### src/common/tcc_pkg.sv
// Notes on behaviour
// - capture edge sets the channel event flag
// - counter equal to value sets flag
// - clear flag: read while set, write zero
// - new event between steps voids the clear
// - reset clears flag; writing one ignored
// - irq only while enable and flag set
// - channel 0 buffer bit disables channel 1
// - mode bit A picks compare or capture
// - edge bits zero: pin free, preset level
// - capture edges: rising, falling, or both
// - compare action: toggle, low, or high
// - reset clears mode, edge, buffer, toggle bits
// - overflow toggles pin in compare mode only
// - overflow action beats coincident compare action
// - full duty force, effective next period
// - value registers hold capture or compare value
// - high byte read blocks capture until low
// - high byte write blocks compare until low
// - overflow arrives as a pulse input
package tcc_pkg;

    // =====================================================
    // register byte offsets
    localparam logic [7:0] OFS_SC0  = 8'h00;
    localparam logic [7:0] OFS_SC1  = 8'h04;
    localparam logic [7:0] OFS_HI0  = 8'h08;
    localparam logic [7:0] OFS_LO0  = 8'h0C;
    localparam logic [7:0] OFS_HI1  = 8'h10;
    localparam logic [7:0] OFS_LO1  = 8'h14;

    // =====================================================
    // status/control field positions
    localparam int BIT_FLAG = 7;
    localparam int BIT_IE   = 6;
    localparam int BIT_MSB  = 5;
    localparam int BIT_MSA  = 4;
    localparam int BIT_ELSH = 3;
    localparam int BIT_ELSL = 2;
    localparam int BIT_TOV  = 1;
    localparam int BIT_MAX  = 0;

    // =====================================================
    // reset values and answers
    localparam logic [7:0] SC_RESET   = 8'h00;
    localparam logic [1:0] RESP_OKAY  = 2'h0;
    localparam logic [1:0] RESP_ERR   = 2'h2;
    localparam logic [2:0] IDX_NONE   = 3'h7;

    typedef enum logic [1:0] {
        MODE_PRESET  = 2'h0,
        MODE_CAPTURE = 2'h1,
        MODE_COMPARE = 2'h3
    } tcc_mode_type;

endpackage

### src/rtl/tcc_top.sv
module tcc_top
    import tcc_pkg::*;
#(
    parameter int NCH = 2
) (
    input  wire logic              I_CLK,
    input  wire logic              I_RST,
    input  wire logic [15:0]       I_COUNT,
    input  wire logic              I_TICK,
    input  wire logic              I_OVERFLOW,
    input  wire logic [NCH-1:0]    I_PIN,
    output logic      [NCH-1:0]    O_PIN_OUT,
    output logic      [NCH-1:0]    O_PIN_OE,
    output logic      [NCH-1:0]    O_IRQ,
    input  wire logic [7:0]        I_AWADDR,
    input  wire logic              I_AWVALID,
    output logic                   O_AWREADY,
    input  wire logic [31:0]       I_WDATA,
    input  wire logic [3:0]        I_WSTRB,
    input  wire logic              I_WVALID,
    output logic                   O_WREADY,
    output logic [1:0]             O_BRESP,
    output logic                   O_BVALID,
    input  wire logic              I_BREADY,
    input  wire logic [7:0]        I_ARADDR,
    input  wire logic              I_ARVALID,
    output logic                   O_ARREADY,
    output logic [31:0]            O_RDATA,
    output logic [1:0]             O_RRESP,
    output logic                   O_RVALID,
    input  wire logic              I_RREADY
);

    // =====================================================
    // decode
    function automatic logic [2:0] reg_index(input logic [7:0] a);
        case (a)
            OFS_SC0: reg_index = 3'h0;
            OFS_SC1: reg_index = 3'h1;
            OFS_HI0: reg_index = 3'h2;
            OFS_LO0: reg_index = 3'h3;
            OFS_HI1: reg_index = 3'h4;
            OFS_LO1: reg_index = 3'h5;
            default: reg_index = IDX_NONE;
        endcase
    endfunction

    function automatic tcc_mode_type chan_mode(input logic [7:0] sc, input logic buf0);
        if (sc[BIT_ELSH:BIT_ELSL] == 2'h0) begin
            chan_mode = MODE_PRESET;
        end else if (sc[BIT_MSA] || buf0) begin
            chan_mode = MODE_COMPARE;
        end else begin
            chan_mode = MODE_CAPTURE;
        end
    endfunction

    // =====================================================
    // state
    logic              awready_q, awready_d;
    logic              wready_q,  wready_d;
    logic              have_aw_q, have_aw_d;
    logic              have_w_q,  have_w_d;
    logic [7:0]        awaddr_q,  awaddr_d;
    logic [7:0]        wbyte_q,   wbyte_d;
    logic              wlane_q,   wlane_d;
    logic              bvalid_q,  bvalid_d;
    logic [1:0]        bresp_q,   bresp_d;
    logic              arready_q, arready_d;
    logic              rvalid_q,  rvalid_d;
    logic [31:0]       rdata_q,   rdata_d;
    logic [1:0]        rresp_q,   rresp_d;

    logic              wr_en;
    logic [2:0]        wr_idx;
    logic              rd_en;
    logic [2:0]        rd_idx;

    logic [7:0]        sc_q     [NCH];
    logic [7:0]        sc_d     [NCH];
    logic [15:0]       val_q    [NCH];
    logic [15:0]       val_d    [NCH];
    logic [15:0]       shadow_q, shadow_d;
    logic [NCH-1:0]    armed_q,  armed_d;
    logic [NCH-1:0]    block_q,  block_d;
    logic [NCH-1:0]    inhib_q,  inhib_d;
    logic [NCH-1:0]    maxeff_q, maxeff_d;
    logic [NCH-1:0]    pin_q,    pin_d;
    logic [NCH-1:0]    oe_q,     oe_d;
    logic [NCH-1:0]    irq_q,    irq_d;
    logic [NCH-1:0]    s1_q, s2_q, s3_q;
    logic [NCH-1:0]    lvl_q,    lvl_d;

    // =====================================================
    // bus slave
    always_comb begin
        awready_d = awready_q;
        wready_d  = wready_q;
        have_aw_d = have_aw_q;
        have_w_d  = have_w_q;
        awaddr_d  = awaddr_q;
        wbyte_d   = wbyte_q;
        wlane_d   = wlane_q;
        bvalid_d  = bvalid_q;
        bresp_d   = bresp_q;
        arready_d = arready_q;
        rvalid_d  = rvalid_q;
        rdata_d   = rdata_q;
        rresp_d   = rresp_q;
        wr_en     = 1'b0;
        wr_idx    = IDX_NONE;
        rd_en     = 1'b0;
        rd_idx    = IDX_NONE;
        if (I_AWVALID && awready_q) begin
            awaddr_d  = I_AWADDR;
            have_aw_d = 1'b1;
            awready_d = 1'b0;
        end
        if (I_WVALID && wready_q) begin
            wbyte_d  = I_WDATA[7:0];
            wlane_d  = I_WSTRB[0];
            have_w_d = 1'b1;
            wready_d = 1'b0;
        end
        if (have_aw_q && have_w_q && !bvalid_q) begin
            wr_idx    = reg_index(awaddr_q);
            wr_en     = wlane_q && (wr_idx != IDX_NONE);
            bresp_d   = (wr_idx == IDX_NONE) ? RESP_ERR : RESP_OKAY;
            bvalid_d  = 1'b1;
            have_aw_d = 1'b0;
            have_w_d  = 1'b0;
        end
        if (bvalid_q && I_BREADY) begin
            bvalid_d  = 1'b0;
            awready_d = 1'b1;
            wready_d  = 1'b1;
        end
        if (I_ARVALID && arready_q) begin
            rd_idx    = reg_index(I_ARADDR);
            rd_en     = (rd_idx != IDX_NONE);
            rresp_d   = rd_en ? RESP_OKAY : RESP_ERR;
            rvalid_d  = 1'b1;
            arready_d = 1'b0;
            rdata_d   = 32'h0000_0000;
            case (rd_idx)
                3'h0: rdata_d[7:0] = sc_q[0];
                3'h1: rdata_d[7:0] = sc_q[0][BIT_MSB] ? 8'h00 : sc_q[1];
                3'h2: rdata_d[7:0] = val_q[0][15:8];
                3'h3: rdata_d[7:0] = val_q[0][7:0];
                3'h4: rdata_d[7:0] = val_q[1][15:8];
                3'h5: rdata_d[7:0] = val_q[1][7:0];
                default: rdata_d = 32'h0000_0000;
            endcase
        end
        if (rvalid_q && I_RREADY) begin
            rvalid_d  = 1'b0;
            arready_d = 1'b1;
        end
    end

    always_ff @(posedge I_CLK or posedge I_RST) begin
        if (I_RST) begin
            awready_q <= 1'b1;
            wready_q  <= 1'b1;
            have_aw_q <= 1'b0;
            have_w_q  <= 1'b0;
            awaddr_q  <= 8'h00;
            wbyte_q   <= 8'h00;
            wlane_q   <= 1'b0;
            bvalid_q  <= 1'b0;
            bresp_q   <= RESP_OKAY;
            arready_q <= 1'b1;
            rvalid_q  <= 1'b0;
            rdata_q   <= 32'h0000_0000;
            rresp_q   <= RESP_OKAY;
        end else begin
            awready_q <= awready_d;
            wready_q  <= wready_d;
            have_aw_q <= have_aw_d;
            have_w_q  <= have_w_d;
            awaddr_q  <= awaddr_d;
            wbyte_q   <= wbyte_d;
            wlane_q   <= wlane_d;
            bvalid_q  <= bvalid_d;
            bresp_q   <= bresp_d;
            arready_q <= arready_d;
            rvalid_q  <= rvalid_d;
            rdata_q   <= rdata_d;
            rresp_q   <= rresp_d;
        end
    end

    // =====================================================
    // pin synchroniser
    always_ff @(posedge I_CLK or posedge I_RST) begin
        if (I_RST) begin
            s1_q <= '0;
            s2_q <= '0;
            s3_q <= '0;
        end else begin
            s1_q <= I_PIN;
            s2_q <= s1_q;
            s3_q <= s2_q;
        end
    end

    // =====================================================
    // channels
    always_comb begin
        logic          buf0;
        logic          live;
        logic          event_hit;
        logic          rise;
        logic          fall;
        logic          ovf_act;
        logic [15:0]   cmp_val;
        tcc_mode_type  mode;
        buf0      = sc_q[0][BIT_MSB];
        live      = 1'b0;
        event_hit = 1'b0;
        rise      = 1'b0;
        fall      = 1'b0;
        ovf_act   = 1'b0;
        cmp_val   = 16'h0000;
        mode      = MODE_PRESET;
        shadow_d  = shadow_q;
        // buffered compare reloads its shadow at overflow
        if (!buf0 || I_OVERFLOW) begin
            shadow_d = val_q[0];
        end
        for (int c = 0; c < NCH; c++) begin
            sc_d[c]     = sc_q[c];
            val_d[c]    = val_q[c];
            armed_d[c]  = armed_q[c];
            block_d[c]  = block_q[c];
            inhib_d[c]  = inhib_q[c];
            maxeff_d[c] = maxeff_q[c];
            pin_d[c]    = pin_q[c];
            lvl_d[c]    = lvl_q[c];
            live        = (c == 0) || !buf0;
            mode        = chan_mode(sc_q[c], (c == 0) && buf0);
            event_hit   = 1'b0;
            rise        = 1'b0;
            fall        = 1'b0;
            // an edge counts once two stages agree
            if (s2_q[c] == s3_q[c]) begin
                lvl_d[c] = s3_q[c];
                rise     = s3_q[c] && !lvl_q[c];
                fall     = !s3_q[c] && lvl_q[c];
            end
            cmp_val = ((c == 0) && buf0) ? shadow_q : val_q[c];
            if (!live) begin
                mode = MODE_PRESET;
            end
            if (I_OVERFLOW) begin
                maxeff_d[c] = sc_q[c][BIT_MAX];
            end
            unique case (mode)
                MODE_PRESET: begin
                    pin_d[c] = !sc_q[c][BIT_MSA];
                end
                MODE_CAPTURE: begin
                    if (((rise && sc_q[c][BIT_ELSL]) ||
                         (fall && sc_q[c][BIT_ELSH])) && !block_q[c]) begin
                        event_hit = 1'b1;
                        val_d[c]  = I_COUNT;
                    end
                end
                MODE_COMPARE: begin
                    ovf_act = I_OVERFLOW && sc_q[c][BIT_TOV];
                    if (I_TICK && (I_COUNT == cmp_val) && !inhib_q[c]) begin
                        event_hit = 1'b1;
                    end
                    if (ovf_act) begin
                        pin_d[c] = maxeff_q[c] ? 1'b1 : !pin_q[c];
                    end else if (event_hit && !(sc_q[c][BIT_TOV] && maxeff_q[c])) begin
                        unique case (sc_q[c][BIT_ELSH:BIT_ELSL])
                            2'h1:    pin_d[c] = !pin_q[c];
                            2'h2:    pin_d[c] = 1'b0;
                            default: pin_d[c] = 1'b1;
                        endcase
                    end
                end
            endcase
            // register writes
            if (wr_en && live && (wr_idx == 3'(c))) begin
                sc_d[c][6:0] = wbyte_q[6:0];
                if (c != 0) begin
                    sc_d[c][BIT_MSB] = 1'b0;
                end
                if (!wbyte_q[BIT_FLAG] && armed_q[c] && !event_hit) begin
                    sc_d[c][BIT_FLAG] = 1'b0;
                    armed_d[c]        = 1'b0;
                end
            end
            if (wr_en && (wr_idx == 3'(2 + 2 * c))) begin
                val_d[c][15:8] = wbyte_q;
                inhib_d[c]     = (mode == MODE_COMPARE);
            end
            if (wr_en && (wr_idx == 3'(3 + 2 * c))) begin
                val_d[c][7:0] = wbyte_q;
                inhib_d[c]    = 1'b0;
            end
            // register reads
            if (rd_en && live && (rd_idx == 3'(c)) && sc_q[c][BIT_FLAG]) begin
                armed_d[c] = 1'b1;
            end
            if (rd_en && (rd_idx == 3'(2 + 2 * c)) && (mode == MODE_CAPTURE)) begin
                block_d[c] = 1'b1;
            end
            if (rd_en && (rd_idx == 3'(3 + 2 * c))) begin
                block_d[c] = 1'b0;
            end
            // a coincident event outranks the clear
            if (event_hit) begin
                sc_d[c][BIT_FLAG] = 1'b1;
                armed_d[c]        = 1'b0;
            end
            // drive the pin only in compare modes
            oe_d[c]  = (mode == MODE_COMPARE);
            irq_d[c] = sc_d[c][BIT_FLAG] && sc_d[c][BIT_IE] && live;
        end
    end

    always_ff @(posedge I_CLK or posedge I_RST) begin
        if (I_RST) begin
            for (int c = 0; c < NCH; c++) begin
                sc_q[c]  <= SC_RESET;
                val_q[c] <= 16'h0000;
            end
            shadow_q <= 16'h0000;
            armed_q  <= '0;
            block_q  <= '0;
            inhib_q  <= '0;
            maxeff_q <= '0;
            pin_q    <= '1;
            oe_q     <= '0;
            irq_q    <= '0;
            lvl_q    <= '0;
        end else begin
            for (int c = 0; c < NCH; c++) begin
                sc_q[c]  <= sc_d[c];
                val_q[c] <= val_d[c];
            end
            shadow_q <= shadow_d;
            armed_q  <= armed_d;
            block_q  <= block_d;
            inhib_q  <= inhib_d;
            maxeff_q <= maxeff_d;
            pin_q    <= pin_d;
            oe_q     <= oe_d;
            irq_q    <= irq_d;
            lvl_q    <= lvl_d;
        end
    end

    // =====================================================
    // outputs
    assign O_PIN_OUT = pin_q;
    assign O_PIN_OE  = oe_q;
    assign O_IRQ     = irq_q;
    assign O_AWREADY = awready_q;
    assign O_WREADY  = wready_q;
    assign O_BVALID  = bvalid_q;
    assign O_BRESP   = bresp_q;
    assign O_ARREADY = arready_q;
    assign O_RVALID  = rvalid_q;
    assign O_RDATA   = rdata_q;
    assign O_RRESP   = rresp_q;

endmodule // tcc_top

### config.mk
export PLATFORM = sky130hd
export DESIGN_NAME = tcc_top
export DESIGN_NICKNAME = d
export VERILOG_FILES = /design/src/common/tcc_pkg.sv /design/src/rtl/tcc_top.sv
export SDC_FILE = /design/constraint.sdc
export NUM_CORES = 1
export LEC_CHECK = 0
export ABC_AREA = 1
export BUFFER_PORTS_ARGS = -buffer_cell sky130_fd_sc_hd__buf_4
export CORE_UTILIZATION = 50
export CTS_CLUSTER_SIZE = 10
export DETAILED_ROUTE_END_ITERATION = 6
export PLACE_DENSITY = 0.73
export SYNTH_ARGS = -nofsm -noshare
export SYNTH_HDL_FRONTEND = slang
export SYNTH_SLANG_ARGS = --single-unit
export TNS_END_PERCENT = 20
### constraint.sdc
create_clock -name I_CLK -period 4.8 [get_ports I_CLK]
set_input_delay 0.24 -clock I_CLK [delete_from_list [all_inputs] [get_ports I_CLK]]
set_output_delay 0.24 -clock I_CLK [all_outputs]
set_load 0.1 [all_outputs]
==> results of run 1 <==
## worst max-delay path, delay by kind of cell (launching register included)
kind / cells / cell delay (ps)
fa+ha+maj: 1 / 270
compound gates: 1 / 110
simple gates: 4 / 910
flops: 1 / 380
buf+inv: 3 / 700
## sequential cells by signal (all words and copies together), names as in the netlist, 8 cells and up
signal / flops
wbyte_q: 8
sc_q: 15
awaddr_q: 8
val_q: 32
O_RDATA: 8
shadow_q: 16
## power by group
group / internal, mW / total, mW / switching [mW] / leakage [nW]
sequential: 1.13 / 1.25 / 0.120 / 1.31
clock: 0.787 / 1.25 / 0.460 / 0.278
combinational: 0.163 / 0.734 / 0.571 / 2.53
## area by class of cell
type | instances | area, um2
Fill cell | 1203 | 4903
Multi-Input combinational cell | 660 | 3073
Sequential cell | 119 | 2984
Timing Repair Buffer | 81 | 623.1
Clock buffer | 20 | 456.7
Inverter | 116 | 441.7
Tap cell | 172 | 215.2
Clock inverter | 12 | 127.6
## synth_stat cells (2+ instances only)
master,n,area share
and2_1,2,0.0019
nand3b_1,4,0.0045
inv_1,105,0.059
nand2_1,283,0.16
nor3_1,8,0.0060
nor2_4,6,0.010
nor2_2,4,0.0037
o21ai_1,3,0.0022
clkbuf_1,7,0.0039
o31ai_1,2,0.0022
ha_1,3,0.0056
nand2_2,5,0.0047
dfrtp_1,114,0.43
mux2_2,4,0.0067
inv_2,6,0.0034
or2_2,4,0.0037
a31oi_1,3,0.0028
nor2_1,80,0.045
nand4_1,12,0.011
buf_4,30,0.034
nand3_1,108,0.081
buf_2,6,0.0045
a21oi_1,20,0.015
o211ai_1,17,0.019
dfstp_2,5,0.020
nand3_2,2,0.0030
o21ai_0,50,0.037
xnor2_1,5,0.0066
clkinv_1,3,0.0017
## metal layers
metal | up-vias | GRT usage
met3 | 43 | 0.05378
met4 | 0 | 0.1362
met2 | 245 | 0.4283
li1 | 3038 | -
met5 | - | 0
met1 | 2822 | 0.3635
## stage by stage
stage	std cells	hold WS, ps
final	1180	-5.106
after global routing	1180	12.39
after global placement	1142	334.2
after CTS	1180	2.471
after detailed placement	1142	346.5
after floorplan	938	271.4
## path summary, 6_finish.rpt
check                            start           end  slack [ps]
min                              I_RST  shadow_q[11]          -5
max in group asynchronous        I_RST      O_RVALID        3690
max                           sc_q[13]     val_q[13]        2330
max reg2reg                   sc_q[13]     val_q[13]        2330
min reg2reg                    s1_q[0]       s2_q[0]         350
min in group I_CLK         I_AWADDR[1]   awaddr_q[1]          10
## cells by family (layout without fill, tap and decap cells)
kind of cell	after synthesis	in the layout	share of synthesized area
simple gates	523	523	0.3428
buf+inv	159	229	0.1078
fa+ha+maj	3	3	0.005616
xor+xnor	5	5	0.006552
flops	119	119	0.4465
compound gates	99	99	0.08349
other cells	1	26	0.0005610
mux	4	4	0.006739
==> impl_metrics.csv, run 1 <==
group,metric,value,unit
run_status,status,"complete, but fails checks",
run_status,violations,"negative hold slack",
grt,first_global_vias,5822,
finish,area_delta_synth_final,18.51,%
sta,final.setup_skew,5.888,ps
drt,route.met3.wl,1196,um
sta,fmax,405.6,MHz
finish,stdcell_area,0.007921,mm2
clock_network,numCtsBuffers,17,
critical_path,crit_top_cell,"nand3_1",
synthesis,synth_edf_count,0,
sta,fin_crit_sh,0.5136,
place,portBuffers,72,
clock_network,cts-htree-levels,4,
floorplan,die_w,117.6,um
finish,nets,1077,
sta,tns,0,ps
synthesis,synth.distinct_cells,41,
synthesis,async_flop_share,1.000,
floorplan,rows,41,
synthesis,syn_area_per_cell,7.321,um2
synthesis,yosysWarnings,0,
critical_path,worstSetupStartpointType,"flop",
critical_path,rr_worst_depth,9,
synthesis,ys.flop_type,"dfrtp_1",
drt,drc,0,
grt,overflow,0,
finish,diodes,0,
grt,grt_pass1_wl,29410,um
sta,slew_headroom,0.3895,
floorplan,die_h,117.6,um
drt,wl_met2,8159,um
drt,wl_met1,7724,um
finish,drive_above_1_share,0.1478,
pwr,p_total,3.230,mW
critical_path,crit_type,"flop to flop",
clock_network,postCtsSetupRepairBufs,0,
clock_network,cts-root-buf,"clkbuf_16",
critical_path,crit_arrival,2790,ps
synthesis,ys_ff_latch,119,
clock_network,cts.path.max_buffers,2,
place,place_area,0.007277,mm2
synthesis,seq_area_frac_synth,0.4465,
drt,vias,6148,
critical_path,crit_path_end_kind,"flop",
sta,final_max_slew_viol_count,0,
place,post-dp-hpwl,12960,um
clock_network,clk_pin_slew,60,ps
finish,fin_util,0.6177,
sta,hold_violations,2,
critical_path,cpPeakStageDelay,470,ps
floorplan,die_area,0.01383,mm2
sta,setup_slack,2335,ps
clock_network,cts_sinks,119,
floorplan,io_pins,126,
synthesis,synth_area,0.006684,mm2
pwr,p_leak,4.119,nW
critical_path,crit_chain,"inv_2, nand3_1, ha_1, nand3_1, clkinv_1, buf_4, nor2_1, nand2_1, o211ai_1",
critical_path,crit_required,5120,ps
clock_network,worstSkewPairLatency,420,ps
drt,post_drt_wl_per_cell,15.02,um
synthesis,syn_inst,913,
clock_network,ctsHoldBuffers,6,
worst_hold_path,hold_class,"input pin to asynchronous set/reset pin",
sta,setup_viol,0,
grt,antenna_found_initial,0,
sta,worst_slew_pin_slew,915.7,ps
sta,holdWs,-5.106,ps
critical_path,cpMaxStageDelayCell,"nor2_1",
clock_network,cts_tree,"built",
pwr,p_per_area,407.8,mW/mm2
place,post-place-ws,2241,ps
place,gp_congestion,0.9286,
grt,grt_max_degree,76,
floorplan,start_util,0.5212,
drt,wl,17720,um
floorplan,core,0.01282,mm2
drt,ant_nets,0,
sta,rsz0062_at_grt,"no",
finish,final_cell_mix,"nand2_1, dfrtp_1, nand3_1",
pwr,vdd_ir_drop_max,0.3703,mV
grt,grt.total_usage,0.2741,
drt,via_per_inst,5.210,
drt,top_layer_used,"met4",
run,cap_violations,0,
drt,drtIter0Drc,449,
finish,layout_commonest_cell,"nand2_1",
sta,layout_min_cycle_time,2465,ps
clock_network,cts_resized,0,
critical_path,cp_max_fo,26,
drt,first_pass_iters,5,
Power figures use the tool's default switching activity.
==> run 2, diff against run 1 <==
Settings changed: PLACE_DENSITY 0.73 to 0.76.
Clock period 4.8 ns to 2.1 ns, I/O delays scaled along.
==> run 2 against run 1 <==
The flow now finishes without violations. Sequential share of layout area down 2.3 points. Non-clock buffer count up 55. Clock skew up 0.97 ps. Largest power group unchanged. Setup slack worse by 2200 ps. First-iteration DRC count up 40%. Clock power up 120%. Critical endpoint is now O_IRQ[0]. Combinational power up 140%. Critical path type unchanged. Worst hold slack better by 22 ps. Critical path depth up 2.
==> impl_metrics.csv, run 2 (synthesized netlist as in run 1, its figures left out) <==
group,metric,value,unit
run_status,status,"complete, no violations",
critical_path,crit_path_end_kind,"flop",
critical_path,reg2reg_to,"O_IRQ[0]",
finish,nets,1132,
drt,wl,18770,um
pwr,switching_share,0.3555,
finish,regMostFlops,"val_q",
sta,fmax,514.1,MHz
grt,grt_pass1_wl,30460,um
sta,fin_crit_sh,0.9263,
worst_hold_path,min_to,"val_q[28]",
sta,final.setup_skew,6.856,ps
run,cap_violations,0,
critical_path,worstSetupStartpointType,"flop",
drt,via_per_inst,5.220,
finish,reg.largest.list,"val_q: 32 flops, shadow_q: 16 flops, sc_q: 15 flops",
pwr,p_clk_frac,0.371,
finish,final_cell_mix,"nand2_1, dfrtp_1, nand3_1",
floorplan,start_util,0.5212,
sta,worst_slew_pin_slew,680.8,ps
critical_path,rr_worst_depth,11,
drt,drc,0,
drt,drtIter0Drc,630,
floorplan,die_area,0.01383,mm2
critical_path,worst-path-buf-inv,2,
finish,multi_input_area,0.003088,mm2
floorplan,die_w,117.6,um
drt,vias,6447,
clock_network,worstSkewPairLatency,420,ps
clock_network,cts.path.max_buffers,2,
critical_path,r2r_slack,150,ps
drt,post_drt_wl_per_cell,15.20,um
floorplan,io_pins,126,
grt,grt_max_degree,64,
critical_path,crit_type,"flop to flop",
pwr,p_leak,4.372,nW
pwr,p_int,4.760,mW
sta,hold_violations,0,
worst_hold_path,min_path_cells,3,
critical_path,cpMaxStageDelayCell,"dfrtp_1",
worst_hold_path,hold_class,"input pin to flop",
grt,grt.total_usage,0.2848,
pwr,p_per_area,874.8,mW/mm2
floorplan,die_h,117.6,um
clock_network,cts_tree,"built",
place,portBuffers,72,
critical_path,crit_arrival,2310,ps
floorplan,core,0.01282,mm2
pwr,vdd_ir_drop_max,0.9860,mV
finish,layout_commonest_cell,"nand2_1",
place,gp_congestion,0.9360,
drt,first_pass_iters,6,
pwr,p_total,7.386,mW
sta,layout_min_cycle_time,1945,ps
finish,area_delta_synth_final,26.32,%
clock_network,cts-htree-levels,4,
clock_network,cts_sinks,119,
sta,slew_headroom,0.5445,
grt,first_global_vias,6119,
grt,overflow,0,
worst_hold_path,hp-start,"I_COUNT[12]",
finish,drive_above_1_share,0.1552,
finish,diodes,0,
critical_path,cp_top_family,"simple AND/OR/NAND/NOR gates",
finish,seqCellArea,0.002984,mm2
grt,antenna_found_initial,0,
critical_path,cpPeakStageDelay,430,ps
finish,n_fill_cell,1099,
sta,tns,0,ps
critical_path,crit_top_cell,"nand2_1",
critical_path,crit_chain,"buf_4, nand2_1, nand3_1, nand2_1, nor2_1, nand2_1, nor2_1, nand4_1, nand3_1, nand2_1, inv_1",
finish,largest_reg_flops,32,
pwr,p_seq_frac,0.386,
critical_path,cp_max_fo,21,
critical_path,crit_required,2460,ps
clock_network,clk_pin_slew,50,ps
sta,final_max_slew_viol_count,0,
critical_path,r2r_start,"sc_q[13]",
sta,setup_viol,0,
floorplan,rows,41,
clock_network,numCtsBuffers,17,
pwr,p_sw,2.626,mW
drt,ant_nets,0,
place,post-dp-hpwl,13340,um
clock_network,cts-root-buf,"clkbuf_16",
sta,rsz0062_at_grt,"yes",
pwr,p_comb_frac,0.242,
[run 2: cell types whose count changed in the layout (fill, tap and decap cells not counted), sizes merged]
cell	change
dlygate4sd3	+36
buf	+19
clkbuf	+2
clkinvlp	-1
inv	-1
[run 2: worst max path at each step]
stage / cells after the start / start / slack [ps] / to
floorplan: 10 / O_BVALID / 20 / val_q[0]
global placement: 14 / I_ARADDR[6] / 160 / O_RDATA[5]
detailed placement: 15 / I_ARADDR[6] / 100 / O_RDATA[6]
CTS: 9 / sc_q[3] / 60 / val_q[11]
global route: 9 / awaddr_q[5] / -20 / sc_q[3]
finish: 11 / sc_q[13] / 150 / O_IRQ[0]
[run 2: per-stage QoR]
stage | area [um2] | cells | worst slack, ps | util | hold slack, ps
after floorplan | 6782 | 938 | 22.93 | - | 136.4
after global placement | 7443 | 1159 | 164.7 | 0.5804 | 214.4
after detailed placement | 7443 | 1159 | 101.1 | 0.5804 | 215.3
after CTS | 8413 | 1233 | 57.20 | 0.6560 | 1.747
after global routing | 8443 | 1235 | -17.67 | 0.6583 | 10.21
final | 8443 | 1235 | 154.8 | 0.6583 | 17.11
[run 2: per-layer routing]
metal / wire length [um] / share of wire / track usage / vias to the layer above
met2: 8751 / 0.47 / 0.4471 / 236
li1: - / - / - / 3152
met4: 606 / 0.032 / 0.1402 / 0
met5: 0 / 0 / 0 / -
met3: 1309 / 0.070 / 0.07025 / 48
met1: 8100 / 0.43 / 0.3669 / 3011
[run 2: power groups by stage]
stage	Combinational (mW)	Clock [mW]	Sequential, mW
6_report	1.79	2.74	2.85
5_1_grt	1.92	2.88	2.87
4_1_cts	1.77	2.77	2.83
3_5_place_dp	1.68	0	2.87
3_3_place_gp	1.66	0	2.86
2_1_floorplan	0.917	0	3.17
[run 2: what timing repair did]
action,in CTS,in global routing
setup buffers,0,2
setup endpoints to repair,0,16
hold buffers,42,0
endpoints found under the hold margin,163,0
resized for setup,0,3
[run 2: cell type report]
cell class / instances / share of cell area
multi-input combinational: 660 / 0.3657
sequential: 119 / 0.3534
timing repair buffer: 136 / 0.1378
clock buffer: 22 / 0.05261
inverter: 116 / 0.05246
tap: 172 / 0.02549
clock inverter: 10 / 0.01245
[run 2: worst reg2reg max path: cells and delay by family (launching register included)]
kind / cells / cell delay (ps)
DFF: 1 / 430
buffers and inverters: 2 / 380
and+or+nand+nor: 9 / 1070
